[src/pkg/phpc_map.svh]
`ifndef PHPC_MAP_SVH
`define PHPC_MAP_SVH
// register selectors on the host port
`define PHPC_A_CTRL_A 5'h00
`define PHPC_A_CTRL_B 5'h01
`define PHPC_A_MASK 5'h02
`define PHPC_A_VECTOR 5'h03
`define PHPC_A_VEC_LEN 5'h04
`define PHPC_A_CONN_PRE 5'h0e
`define PHPC_A_NOISE_PRE 5'h0f
`define PHPC_A_STATUS_A 5'h10
`define PHPC_A_EVENT 5'h17
`define PHPC_A_VIOL 5'h18
`define PHPC_A_IDLE 5'h19
`define PHPC_A_LINK 5'h1a
`define PHPC_A_LAST_RW 5'h0d
`define PHPC_A_LAST 5'h1a
// control_reg_a fields
`define PHPC_B_NOISE_TIMER 14
`define PHPC_B_LOOPBACK 7
`define PHPC_B_QUIET 6
`define PHPC_B_BUF_LOOP 5
`define PHPC_B_MON_LOOP 4
`define PHPC_B_CD_LOOP 2
`define PHPC_B_SELF_TEST 0
// control_reg_b service line state field
`define PHPC_B_SVC_LS_LO 0
`define PHPC_B_SVC_LS_HI 2
`define PHPC_LS_REQ_QUIET 3'h0
// interrupt_event_reg fields
`define PHPC_B_HOST_ERR 15
`define PHPC_B_SIG_LOST 14
// status_reg_a fields
`define PHPC_B_SIG_DET 15
`define PHPC_B_UNKNOWN 3
`define PHPC_B_LS_LO 0
`define PHPC_B_LS_HI 2
// reset values
`define PHPC_RST_WORD 16'h0000
`define PHPC_SYM_QUIET 5'h00
`define PHPC_LS_NOISE 3'h0
`endif

[src/pkg/phpc_pkg.sv]
package phpc_pkg;
    // host port request bundle
    typedef struct packed {
        logic cs_n;
        logic dir;
        logic [4:0] sel;
    } phpc_req_t;
    // mode select decode
    typedef enum logic [2:0] {
        PHPC_MODE_NORMAL,
        PHPC_MODE_SEG_TEST,
        PHPC_MODE_SCAN_SER,
        PHPC_MODE_SCAN_PAR,
        PHPC_MODE_FLOAT
    } phpc_mode_t;
    // line status bundle from the line state machine
    typedef struct packed {
        logic [2:0] state;
        logic unknown;
    } phpc_line_t;
endpackage

[src/phpc_top.sv]
`timescale 1ns/1ns
`include "phpc_map.svh"
// How it works
// - direction high reads, low writes
// - shared 16-bit data bus, one driver
// - reset puts state machines idle
// - reset clears writable and clear-on-read registers
// - reset forces quiet, transmitter off, loopback
// - loopback low selects transmitter data
// - transmitter off on bits, service, request, test
// - signal detect held; loss sets flag
// - mode pins choose normal, test, scan
// - encoder disable bypasses symbol encoding
// - line state on three pins, unknown pin
// - reads change nothing but clear-on-read registers
// - access starts on select sampled low
// - drive bus from the edge that samples select
// - data valid second edge, held two
// - held select extends read until select rises
// - bad write sets error, no change
// - one write per select assertion
// - address selects one register
// - interrupt held until event register read
module phpc_top
(
    input wire logic CLK, // host port clock, 25 MHz
    input wire logic SRST, // synchronous reset, high
    input wire phpc_pkg::phpc_req_t HOST_REQ, // select, direction, register select
    input wire logic [15:0] HOST_DATA_IN, // host_data_bus as seen on the pin
    output logic [15:0] HOST_DATA_OUT, // host_data_bus drive value
    output logic HOST_DATA_OE, // high while device drives bus
    output logic INT_N, // interrupt request, active low
    input wire logic SIGNAL_DETECT_IN, // optical signal present
    input wire logic [2:0] TEST_MODE_IN, // mode select pins
    input wire logic ENCODER_DISABLE, // bypass symbol encoding
    input wire logic [4:0] RAW_SYMBOL_IN, // symbol when encoder is bypassed
    input wire logic [4:0] CODED_SYMBOL_IN, // symbol from encoder
    input wire logic [2:0] REQUESTED_LINE_STATE, // from connection management
    input wire logic SERVICE_STATE, // connection management in service state
    input wire phpc_pkg::phpc_line_t LINE_IN, // line state from receiver
    input wire logic [2:0] VIOL_INC, // violation, short idle, link error events
    input wire logic SCAN_CHAIN_IN, // end of boundary scan chain
    output logic LOOPBACK_SELECT_OUT_N, // low takes transmitter data
    output logic TRANSMITTER_QUIET_OUT_N, // low turns transmitter off
    output logic [4:0] SYMBOL_OUT_BUS, // symbols to the transmitter
    output logic [2:0] LINE_STATE_PINS, // line_state_field on pins
    output logic UNKNOWN_STATE_PIN, // unknown_state_bit on pin
    output logic SCAN_CHAIN_OUT, // scan output
    output logic OUTPUTS_FLOAT, // all outputs to high impedance
    output logic [2:0] MODE_OUT // decoded operating mode
);
    import phpc_pkg::*;

    // access sequencer states; idle is the not-active state
    typedef enum logic [1:0] {ST_IDLE, ST_WAIT, ST_READ, ST_HOLD} phpc_st_t;
    phpc_st_t state_reg;
    logic [4:0] sel_reg; // latched register select
    logic dir_reg; // latched direction
    logic [1:0] hold_reg; // edges left before release
    logic [15:0] ctrl_a_reg; // control_reg_a
    logic [15:0] ctrl_b_reg; // control_reg_b
    logic [15:0] mask_reg; // interrupt mask
    logic [15:0] vector_reg; // signal_out_vector
    logic [15:0] vec_len_reg; // signal_vector_len
    logic [15:0] conn_pre_reg; // conn_timer_preload
    logic [15:0] noise_pre_reg; // noise_timer_preload
    logic [15:0] spare_reg [8]; // plain timing words 05..09 and 0b..0d
    logic [15:0] event_reg; // interrupt_event_reg
    logic [15:0] cnt_reg [3]; // violation, short idle, link error
    logic sig_det_reg; // held signal detect level
    logic signaling; // vector registers locked while signalling
    logic [15:0] rd_data; // selected register
    logic wr_go; // write taken this edge
    logic rd_take; // read data captured this edge
    logic wr_legal; // target accepts write now
    logic [15:0] status_a; // status_reg_a view
    logic start_ok; // sequencer may take a new select this edge

    // signalling state is outside this block; treat every state as not signalling
    assign signaling = 1'b0;
    assign status_a = {sig_det_reg, 11'h000, LINE_IN.unknown, LINE_IN.state};
    // the last edge of a read may already open the next access, keeping reads two clocks apart
    assign start_ok = (state_reg == ST_IDLE) || (state_reg == ST_READ && hold_reg == 2'h1);

    // access sequencer
    always_ff @(posedge CLK)
    begin
        if (SRST)
        begin
            state_reg <= ST_IDLE;
            sel_reg <= 5'h00;
            dir_reg <= 1'b0;
            hold_reg <= 2'h0;
        end
        else
        begin
            unique case (state_reg)
                ST_IDLE:
                begin
                    if (!HOST_REQ.cs_n)
                    begin
                        sel_reg <= HOST_REQ.sel;
                        dir_reg <= HOST_REQ.dir;
                        state_reg <= ST_WAIT;
                    end
                end
                ST_WAIT:
                begin
                    // second edge: read data captured or write taken
                    if (dir_reg)
                    begin
                        state_reg <= ST_READ;
                        hold_reg <= HOST_REQ.cs_n ? 2'h1 : 2'h2; // select sampled at second edge
                    end
                    else if (HOST_REQ.cs_n)
                        state_reg <= ST_IDLE;
                    else
                        state_reg <= ST_HOLD;
                end
                ST_READ:
                begin
                    // hold 2: select still held; hold 1: released, this edge ends the read
                    if (hold_reg == 2'h1)
                    begin
                        state_reg <= ST_IDLE;
                        if (!HOST_REQ.cs_n) // select low again is a new access
                        begin
                            sel_reg <= HOST_REQ.sel;
                            dir_reg <= HOST_REQ.dir;
                            state_reg <= ST_WAIT;
                        end
                    end
                    else if (HOST_REQ.cs_n)
                        hold_reg <= 2'h1;
                    else
                        hold_reg <= 2'h2;
                end
                ST_HOLD:
                begin
                    // wait for select release before another write
                    if (HOST_REQ.cs_n)
                        state_reg <= ST_IDLE;
                end
            endcase
        end
    end

    assign wr_go = (state_reg == ST_WAIT) && !dir_reg;
    assign rd_take = (state_reg == ST_WAIT) && dir_reg;

    // register read mux
    always_comb
    begin
        rd_data = `PHPC_RST_WORD;
        if (sel_reg >= 5'h05 && sel_reg <= `PHPC_A_LAST_RW && sel_reg != 5'h0a)
            rd_data = spare_reg[3'(sel_reg > 5'h0a ? sel_reg - 5'h06 : sel_reg - 5'h05)];
        else
        begin
            unique case (sel_reg)
                `PHPC_A_CTRL_A: rd_data = ctrl_a_reg;
                `PHPC_A_CTRL_B: rd_data = ctrl_b_reg;
                `PHPC_A_MASK: rd_data = mask_reg;
                `PHPC_A_VECTOR: rd_data = vector_reg;
                `PHPC_A_VEC_LEN: rd_data = vec_len_reg;
                `PHPC_A_STATUS_A: rd_data = status_a;
                `PHPC_A_EVENT: rd_data = event_reg;
                `PHPC_A_VIOL: rd_data = cnt_reg[0];
                `PHPC_A_IDLE: rd_data = cnt_reg[1];
                `PHPC_A_LINK: rd_data = cnt_reg[2];
                default: rd_data = `PHPC_RST_WORD; // write-only and unmapped read zero
            endcase
        end
    end

    // which targets take a write now
    always_comb
    begin
        wr_legal = 1'b0;
        if (sel_reg <= `PHPC_A_LAST_RW && sel_reg != 5'h0a)
            wr_legal = 1'b1;
        if ((sel_reg == `PHPC_A_VECTOR || sel_reg == `PHPC_A_VEC_LEN) && signaling)
            wr_legal = 1'b0;
        if (sel_reg == `PHPC_A_CONN_PRE)
            wr_legal = SERVICE_STATE;
        if (sel_reg == `PHPC_A_NOISE_PRE)
            wr_legal = SERVICE_STATE && !ctrl_a_reg[`PHPC_B_NOISE_TIMER];
    end

    // writable registers
    always_ff @(posedge CLK)
    begin
        if (SRST)
        begin
            ctrl_a_reg <= `PHPC_RST_WORD;
            ctrl_b_reg <= `PHPC_RST_WORD;
            mask_reg <= `PHPC_RST_WORD;
            vector_reg <= `PHPC_RST_WORD;
            vec_len_reg <= `PHPC_RST_WORD;
            conn_pre_reg <= `PHPC_RST_WORD;
            noise_pre_reg <= `PHPC_RST_WORD;
        end
        else if (wr_go && wr_legal)
        begin
            unique case (sel_reg)
                `PHPC_A_CTRL_A: ctrl_a_reg <= HOST_DATA_IN;
                `PHPC_A_CTRL_B: ctrl_b_reg <= HOST_DATA_IN;
                `PHPC_A_MASK: mask_reg <= HOST_DATA_IN;
                `PHPC_A_VECTOR: vector_reg <= HOST_DATA_IN;
                `PHPC_A_VEC_LEN: vec_len_reg <= HOST_DATA_IN;
                `PHPC_A_CONN_PRE: conn_pre_reg <= HOST_DATA_IN;
                `PHPC_A_NOISE_PRE: noise_pre_reg <= HOST_DATA_IN;
                default: ; // timing words handled in their own loop
            endcase
        end
    end

    // plain timing words, one per entry
    genvar gi;
    generate
        for (gi = 0; gi < 8; gi++)
        begin : g_spare
            localparam logic [4:0] ADDR = 5'(gi < 5 ? gi + 5 : gi + 6);
            always_ff @(posedge CLK)
            begin
                if (SRST)
                    spare_reg[gi] <= `PHPC_RST_WORD;
                else if (wr_go && wr_legal && sel_reg == ADDR)
                    spare_reg[gi] <= HOST_DATA_IN;
            end
        end
        // error and idle counters, cleared once on read
        for (gi = 0; gi < 3; gi++)
        begin : g_cnt
            always_ff @(posedge CLK)
            begin
                if (SRST)
                    cnt_reg[gi] <= `PHPC_RST_WORD;
                else if (rd_take && sel_reg == 5'(`PHPC_A_VIOL + gi))
                    cnt_reg[gi] <= {15'h0000, VIOL_INC[gi]}; // event not lost
                else if (VIOL_INC[gi] && cnt_reg[gi] != 16'hffff)
                    cnt_reg[gi] <= cnt_reg[gi] + 16'h0001;
            end
        end
    endgenerate

    // interrupt events and signal detect
    always_ff @(posedge CLK)
    begin
        if (SRST)
        begin
            event_reg <= `PHPC_RST_WORD;
            sig_det_reg <= 1'b0;
        end
        else
        begin
            logic [15:0] ev_set;
            ev_set = `PHPC_RST_WORD;
            sig_det_reg <= SIGNAL_DETECT_IN;
            ev_set[`PHPC_B_SIG_LOST] = sig_det_reg && !SIGNAL_DETECT_IN;
            ev_set[`PHPC_B_HOST_ERR] = wr_go && !wr_legal;
            if (rd_take && sel_reg == `PHPC_A_EVENT)
                event_reg <= ev_set; // new set wins over clear
            else
                event_reg <= event_reg | ev_set;
        end
    end

    // host bus drive: enable registered so it rises at the edge that samples select
    always_ff @(posedge CLK)
    begin
        if (SRST)
        begin
            HOST_DATA_OE <= 1'b0;
            HOST_DATA_OUT <= `PHPC_RST_WORD;
        end
        else
        begin
            // drive from the sampling edge itself; data valid at second edge
            HOST_DATA_OE <= (start_ok && !HOST_REQ.cs_n && HOST_REQ.dir)
                || (state_reg == ST_WAIT && dir_reg)
                || (state_reg == ST_READ && hold_reg == 2'h2);
            if (rd_take)
                HOST_DATA_OUT <= rd_data;
        end
    end

    // pin outputs
    always_ff @(posedge CLK)
    begin
        if (SRST)
        begin
            INT_N <= 1'b1;
            LOOPBACK_SELECT_OUT_N <= 1'b0;
            TRANSMITTER_QUIET_OUT_N <= 1'b0;
            SYMBOL_OUT_BUS <= `PHPC_SYM_QUIET;
            LINE_STATE_PINS <= `PHPC_LS_NOISE;
            UNKNOWN_STATE_PIN <= 1'b0;
            SCAN_CHAIN_OUT <= 1'b0;
            OUTPUTS_FLOAT <= 1'b0;
            MODE_OUT <= PHPC_MODE_NORMAL;
        end
        else
        begin
            INT_N <= ~|(event_reg & mask_reg);
            LOOPBACK_SELECT_OUT_N <= ~(ctrl_a_reg[`PHPC_B_LOOPBACK] | ctrl_a_reg[`PHPC_B_CD_LOOP]);
            TRANSMITTER_QUIET_OUT_N <= ~(ctrl_a_reg[`PHPC_B_QUIET] | ctrl_a_reg[`PHPC_B_CD_LOOP]
                | ctrl_a_reg[`PHPC_B_BUF_LOOP] | ctrl_a_reg[`PHPC_B_MON_LOOP]
                | (SERVICE_STATE && ctrl_b_reg[`PHPC_B_SVC_LS_HI:`PHPC_B_SVC_LS_LO] == `PHPC_LS_REQ_QUIET)
                | (REQUESTED_LINE_STATE == `PHPC_LS_REQ_QUIET)
                | ctrl_a_reg[`PHPC_B_SELF_TEST]);
            SYMBOL_OUT_BUS <= ENCODER_DISABLE ? RAW_SYMBOL_IN : CODED_SYMBOL_IN;
            LINE_STATE_PINS <= LINE_IN.state;
            UNKNOWN_STATE_PIN <= LINE_IN.unknown;
            SCAN_CHAIN_OUT <= (TEST_MODE_IN[2:1] == 2'h2) ? SCAN_CHAIN_IN : 1'b0;
            OUTPUTS_FLOAT <= (TEST_MODE_IN == 3'h7);
            unique case (TEST_MODE_IN)
                3'h1: MODE_OUT <= PHPC_MODE_SEG_TEST;
                3'h4, 3'h5: MODE_OUT <= PHPC_MODE_SCAN_SER;
                3'h6: MODE_OUT <= PHPC_MODE_SCAN_PAR;
                3'h7: MODE_OUT <= PHPC_MODE_FLOAT;
                default: MODE_OUT <= PHPC_MODE_NORMAL;
            endcase
        end
    end

    // checks
    a_write_once: assert property (@(posedge CLK) disable iff (SRST)
        wr_go |=> !wr_go) else $error("second write in one select");
    a_read_drive: assert property (@(posedge CLK) disable iff (SRST)
        rd_take |=> HOST_DATA_OE) else $error("read data not driven");
    a_read_hold: assert property (@(posedge CLK) disable iff (SRST)
        (state_reg == ST_READ && hold_reg == 2'h2 && !HOST_REQ.cs_n) |=> HOST_DATA_OE [*2])
        else $error("extension lost");
    a_no_drive_wr: assert property (@(posedge CLK) disable iff (SRST)
        (state_reg == ST_HOLD) |-> !HOST_DATA_OE) else $error("drove bus in write");
    a_err_flag: assert property (@(posedge CLK) disable iff (SRST)
        (wr_go && !wr_legal) |=> event_reg[`PHPC_B_HOST_ERR]) else $error("host error not set");
    a_bad_nochange: assert property (@(posedge CLK) disable iff (SRST)
        (wr_go && !wr_legal) |=> $stable(ctrl_a_reg) && $stable(conn_pre_reg)) else $error("bad write stored");
    a_sig_lost: assert property (@(posedge CLK) disable iff (SRST)
        $fell(sig_det_reg) |-> event_reg[`PHPC_B_SIG_LOST]) else $error("signal loss missed");
    a_quiet_bit: assert property (@(posedge CLK) disable iff (SRST)
        ctrl_a_reg[`PHPC_B_QUIET] |=> !TRANSMITTER_QUIET_OUT_N) else $error("transmitter not off");
    a_reset_out: assert property (@(posedge CLK)
        SRST |=> !TRANSMITTER_QUIET_OUT_N && !LOOPBACK_SELECT_OUT_N) else $error("reset outputs wrong");
    a_sel_stable: assert property (@(posedge CLK) disable iff (SRST)
        (state_reg == ST_WAIT || state_reg == ST_HOLD || (state_reg == ST_READ && hold_reg == 2'h2))
        |=> $stable(sel_reg)) else $error("select moved");
endmodule // phpc_top

[config.mk]
export PLATFORM = sky130hd
export DESIGN_NAME = phpc_top
export DESIGN_NICKNAME = d
export VERILOG_FILES = /design/src/pkg/phpc_pkg.sv /design/src/phpc_top.sv
export VERILOG_INCLUDE_DIRS = /design/src /design/src/pkg
export SDC_FILE = /design/constraint.sdc
export NUM_CORES = 1
export LEC_CHECK = 0
export BUFFER_PORTS_ARGS = -buffer_cell sky130_fd_sc_hd__buf_4
export CAP_MARGIN = 0
export CORE_ASPECT_RATIO = 0.5
export CORE_MARGIN = 4
export CORE_UTILIZATION = 45
export CTS_CLUSTER_SIZE = 24
export DETAILED_ROUTE_END_ITERATION = 8
export SETUP_SLACK_MARGIN = 0.5
export SLEW_MARGIN = 20
export SYNTH_ARGS = -nofsm -noshare
export SYNTH_HDL_FRONTEND = slang
export SYNTH_SLANG_ARGS = --single-unit
[constraint.sdc]
create_clock -name CLK -period 7.94 [get_ports CLK]
set_input_delay 0.794 -clock CLK [delete_from_list [all_inputs] [get_ports CLK]]
set_output_delay 0.794 -clock CLK [all_outputs]
set_load 0.02 [all_outputs]
# Yosys cells after proc, flatten, opt, wreduce, memory -nomap -nowiden
# Memory sizes are Yosys's and may differ from the RTL's.
# Index checks and enable logic that the tools add are counted.
totals:
  ff_bits: 141
  input_bits: 52
  n_memories: 2
  ramBits: 176
  mem_bits_ro: 0
  latchBits: 0
classes:
  multipliers: 0
  shifts: 0
  n_bitwise: 26
  div: 0
  n_mux: 87
  reduce_logical: 56
  n_eq_ne: 39
  add_sub_neg: 5
  order_cmp: 3
mem_list:
  columns: ["memory", "depth", "word_bits", "rd", "rd_clocked_by_memory_dff", "write_ports", "line", "rtl"]
  rows:
  - ["spare_reg", 8, 16, 1, 0, 8, "phpc_top.sv:67", "logic [15:0] spare_reg [8];"]
  - ["cnt_reg", 3, 16, 3, 0, 3, "phpc_top.sv:69", "logic [15:0] cnt_reg [3];"]
op_table:
  columns: ["operator", "count"]
  rows:
  - ["16-bit two-way mux", 16]
  - ["16-bit case mux with 10 select lines", 1]
  - ["1-bit two-way mux", 53]
  - ["16-bit by 1-bit adder with 16-bit output (second input constant)", 3]
  - ["16-bit inequality test (second input constant)", 3]
  - ["5-bit by 4-bit equality test with 1-bit output (second input constant)", 7]
  - ["1-bit logical AND", 29]
  - ["5-bit equality test (second input constant)", 5]
  - ["1-bit bitwise OR", 21]
  - ["5-bit by 3-bit equality test with 1-bit output (second input constant)", 4]
  - ["16-bit bitwise AND", 1]
  - ["2-bit two-way mux", 8]
  - ["16-bit bitwise OR", 1]
  - ["16-bit OR reduction", 1]
  - ["5-bit two-way mux", 3]
  - ["3-bit equality test (second input constant)", 4]
  - ["3-bit case mux with 4 select lines", 1]
  - ["2-bit AND reduction", 6]
  - ["5-bit by 2-bit equality test with 1-bit output (second input constant)", 2]
  - ["5-bit case mux with 2 select lines", 1]
  - ["2-bit equality test (second input constant)", 4]
  - ["2-bit inequality test (second input constant)", 4]
  - ["2-bit case mux with 4 select lines", 1]
  - ["1-bit zero test", 6]
  - ["20 further kinds", 31]

# Depth between registers and ports, before layout
logic_depth:
  word_depth: 11
  ltp_mapped: 14
  ltp_nobuf: 8

# Worst setup path after synthesis
# No wires, ideal clock.
synth_path:
  path_type: "register to register"
  start: "reg sel_reg[0]"
  end: "mem spare_reg[3][0] (enable)"
  t_arrival_ns: 3.358
  path_slack_ns: 4.190
  path_buffers: 5
  t_required_ns: 7.548
  synth_period_minus_slack_ns: 3.750
  path_stages_with_launch: 12
  path_cell_list: "dfxtp_1 > buf_6 > clkbuf_1 > inv_1 > clkbuf_1 > ha_1 > buf_2 > a221oi_2 > a311oi_1 > or4_1 > buf_2 > o21bai_1"
synth_rtl:
  columns: ["element", "line", "rtl"]
  rows:
  - ["start, declared", "phpc_top.sv:57", "logic [4:0] sel_reg;"]
  - ["start signal, assigned", "phpc_top.sv:102", "sel_reg <= HOST_REQ.sel;"]
  - ["start signal, assigned", "phpc_top.sv:128", "sel_reg <= HOST_REQ.sel;"]
  - ["end, declared", "phpc_top.sv:67", null]

# Worst setup path in the final report
layout_path:
  start: "reg sel_reg[0]"
  end: "reg HOST_DATA_OUT[3]"
layout_between:
  elab_chain_len: 4
  elab_cells_between_ends: 22
  cone_classes: "add/sub: 2; order compare: 3; eq/ne: 10; mux: 3; reduce/logical: 3; memory: 1"
layout_lines:
  columns: ["element", "line", "rtl"]
  rows:
  - ["5-bit by 4-bit greater-than comparator with 1-bit output (tied with other cells)", "phpc_top.sv:156", "rd_data = spare_reg[3'(sel_reg > 5'h0a ? sel_reg - 5'h06 : sel_reg - 5'h05)];"]
  - ["3-bit two-way mux / 1-bit logical AND (equally long branches)", null, null]
  - ["memory 8 x 16 bit / 1-bit logical AND (equally long branches)", null, null]
  - ["16-bit two-way mux *", "phpc_top.sv:155", "if (sel_reg >= 5'h05 && sel_reg <= `PHPC_A_LAST_RW && sel_reg != 5'h0a)"]
  - ["end signal, assigned", "phpc_top.sv:274", "HOST_DATA_OUT <= `PHPC_RST_WORD;"]
  - ["end signal, assigned", "phpc_top.sv:283", "HOST_DATA_OUT <= rd_data;"]
  - ["end, declared", "phpc_top.sv:30", "output logic [15:0] HOST_DATA_OUT,"]
# Every way passes the cells marked *; elsewhere a longest branch is shown, timed or not.
# A chain may end at the register's enable or synchronous reset.

==> impl_metrics.json <==
{
  "status": "completed",
  "wirelength_um": 44600,
  "io_buffer_count": 85,
  "worstPathRequired_ps": 8400,
  "synthXorXnorAreaFrac": 0.0224,
  "synthMuxAreaShare": 0.103,
  "rsz0062_at_grt": "false",
  "yosysWarnings": 0,
  "die_h_um": 138,
  "firstDrtPassIters": 6,
  "setup-violations-final": 0,
  "critical_path.cell_chain": "inv_1 -> ha_1 -> nand2b_1 -> a221oi_1 -> a311o_1 -> a21boi_2 -> o21ai_0 -> a311oi_1",
  "vias": 11524,
  "dieArea_um2": 37100,
  "p_leak_uw": 0.00607,
  "place.gp.congestion": 0.877,
  "max_freq_ghz": 0.244,
  "fin_crit_sh": 0.516,
  "postSynthAreaPerCell_um2": 10.3,
  "layout_common_cells": "nand2_1 (266), edfxtp_1 (176), and2_1 (136)",
  "finalMaxSlewViolations": 0,
  "ant_nets": 0,
  "antenna_found_initial": 1,
  "hpwl_um": 29200,
  "dpl_cell_area_um2": 16200,
  "first_iter_violations": 1260,
  "grt_max_degree": 80,
  "timing.hold.ws_ps": 427,
  "route.detailed.drc": 0,
  "synth_compound_area_frac": 0.111,
  "die_w_um": 268,
  "clkTransAtPathRegs_ps": 70,
  "worstSetupStartpointType": "flop",
  "path_class": "flop to flop",
  "ys_seq_area_frac": 0.513,
  "p_sw_uw": 935,
  "fin_skew_ps": 13.5,
  "largest_reg_flops": 128,
  "synth_top_family_by_area": "simple AND/OR/NAND/NOR gates",
  "cts_max_path_buffers": 3,
  "holdBufCountCts": 0,
  "power_frac_seq": 0.485,
  "stdcell_area_um2": 17200,
  "post_cts_buffers": 0,
  "wl_per_cell_um": 22.6,
  "worstPathMaxFanout": 34,
  "cp_slowest_stage_delay_ps": 800,
  "synth-simple-area-share": 0.206,
  "coreArea_um2": 33200,
  "rows": 47,
  "synthAdderAreaFrac": 0.00903,
  "synth_edf_count": 176,
  "synth_ff_type": "edfxtp_1",
  "tightest_slew_ps": 1150,
  "postSynth.asyncResetShare": 0,
  "critPathBufInv": 1,
  "path_delay_family": "compound AO/OA/AOI/OAI gates",
  "grt_pass1_wl_um": 67400,
  "gr-total-overflow": 0,
  "endpoint_kind": "flop",
  "slowest_stage": "a311o_1",
  "drive_above_1_share": 0.154,
  "total_power_uw": 3650,
  "internal_power_uw": 2720,
  "p_per_area_nw_per_um2": 213,
  "layout_commonest_cell": "nand2_1",
  "finalHoldViolCount": 0,
  "setup_tns_ps": 0,
  "ys_types": 67,
  "fin_nets": 1566,
  "cts_sinks": 303,
  "cts_inserted_buffers": 30,
  "p_sw_frac": 0.256,
  "cts_max_level": 1,
  "cts-resized-gates": 0,
  "netlist_instances": 1476,
  "worstSkewPairLatency_ps": 570,
  "peakVddDrop_mv": 0.158,
  "root_buffer": "clkbuf_16",
  "ios": 86,
  "syn_to_final_growth_pct": 12.6,
  "arrival_ps": 4560,
  "grt_pass1_vias": 11261,
  "p_clk_frac": 0.400,
  "synth_fp_nets": 1539,
  "ys_ff_latch": 303,
  "period_minus_slack_ps": 4090,
  "p_comb_frac": 0.115,
  "slew_headroom": 0.228,
  "synth_area_um2": 15200,
  "maxCapViolations": 0,
  "grt_use_total": 0.236,
  "tritoncts": "yes",
  "avgViaCountPerCell": 5.85,
  "hold_class": "input port to flop",
  "start_util": 0.459
}
==> cells in the mapped netlist (all sizes together), types with 6 or more instances <==
library cell / count / area share
nand3b: 6 / 0.0030
nor2: 109 / 0.027
xnor2: 18 / 0.010
xor2: 21 / 0.012
a221oi: 9 / 0.0056
o21bai: 7 / 0.0034
dfxtp: 127 / 0.17
nor3: 19 / 0.0091
inv: 16 / 0.0039
a211oi: 16 / 0.0079
mux4: 48 / 0.071
a22oi: 20 / 0.0098
a21oi: 125 / 0.041
a311oi: 6 / 0.0034
or3: 6 / 0.0025
and2: 138 / 0.057
edfxtp: 176 / 0.35
nand3: 40 / 0.013
nand2b: 11 / 0.0045
a32oi: 9 / 0.0052
and3: 11 / 0.0045
nor2b: 11 / 0.0045
buf: 33 / 0.012
o21ai: 12 / 0.0039
nor4: 6 / 0.0025
nand2: 266 / 0.065
ha: 11 / 0.0090
clkbuf: 81 / 0.020
mux2i: 45 / 0.030
a222oi: 18 / 0.012
a2111oi: 6 / 0.0034
==> power by group through the flow <==
stage | clock [uW] | combinational [uW] | sequential [uW]
CTS | 1470 | 418 | 1770
detailed placement | 0 | 416 | 1810
global placement | 0 | 410 | 1800
finish | 1460 | 419 | 1770
global route | 1550 | 451 | 1780
floorplan | 0 | 273 | 1790
==> worst reg2reg max path, stage by stage, from the launching register on <==
cell and delay [ps]:
dfxtp_4 490, inv_1 480, ha_1 510, nand2b_1 190, a221oi_1 270, a311o_1 800
a21boi_2 670, o21ai_0 270, a311oi_1 320
==> stage by stage <==
| stage | instances | util | setup WS [ps] |
|---|---|---|---|
| 6_report | 1969 | 0.517 | 3850 |
| 5_1_grt | 1968 | 0.517 | 3630 |
| 4_1_cts | 1968 | 0.516 | 3720 |
| 3_5_place_dp | 1912 | 0.486 | 3740 |
| 3_3_place_gp | 1912 | 0.486 | 3770 |
| 2_1_floorplan | 1476 | - | 4190 |
==> area by class of cell <==
| type | instances | area [um^2] |
|---|---|---|
| multi-input combinational | 1043 | 6900 |
| timing repair buffer | 109 | 818 |
| clock buffer | 42 | 888 |
| fill | 2902 | 16100 |
| clock inverter | 14 | 118 |
| inverter | 16 | 60.1 |
| tap | 441 | 552 |
| antenna | 1 | 2.50 |
| sequential | 303 | 7830 |
==> path summary, 6_finish.rpt <==
path / start / to / slack (ps) / cells after the start
setup reg to reg: sel_reg[0] / HOST_DATA_OUT[3] / 3850 / 8
hold reg to reg: ctrl_a_reg[3] / ctrl_a_reg[3] / 450 / 2
setup / recovery: sel_reg[0] / HOST_DATA_OUT[3] / 3850 / 8
hold / removal: HOST_REQ[6] / state_reg[0] / 430 / 2
==> logic make-up (layout without fill, tap and decap cells) <==
| kind of cell | Yosys count | count (layout) |
|---|---|---|
| mux | 96 | 96 |
| buf+inv | 130 | 181 |
| simple gates | 644 | 644 |
| flops | 303 | 303 |
| xor+xnor | 39 | 39 |
| other cells | 0 | 1 |
| compound gates | 253 | 253 |
| fa+ha+maj | 11 | 11 |
==> per-layer routing <==
metal | vias to the layer above | part of all wire | track usage
met1 | 5714 | 0.44 | 0.335
met4 | 2 | 0.023 | 0.0497
li1 | 5349 | - | -
met2 | 394 | 0.47 | 0.384
met3 | 65 | 0.064 | 0.0428
met5 | - | 0.00029 | 0
Note: power is estimated with default switching activity, not from simulation.
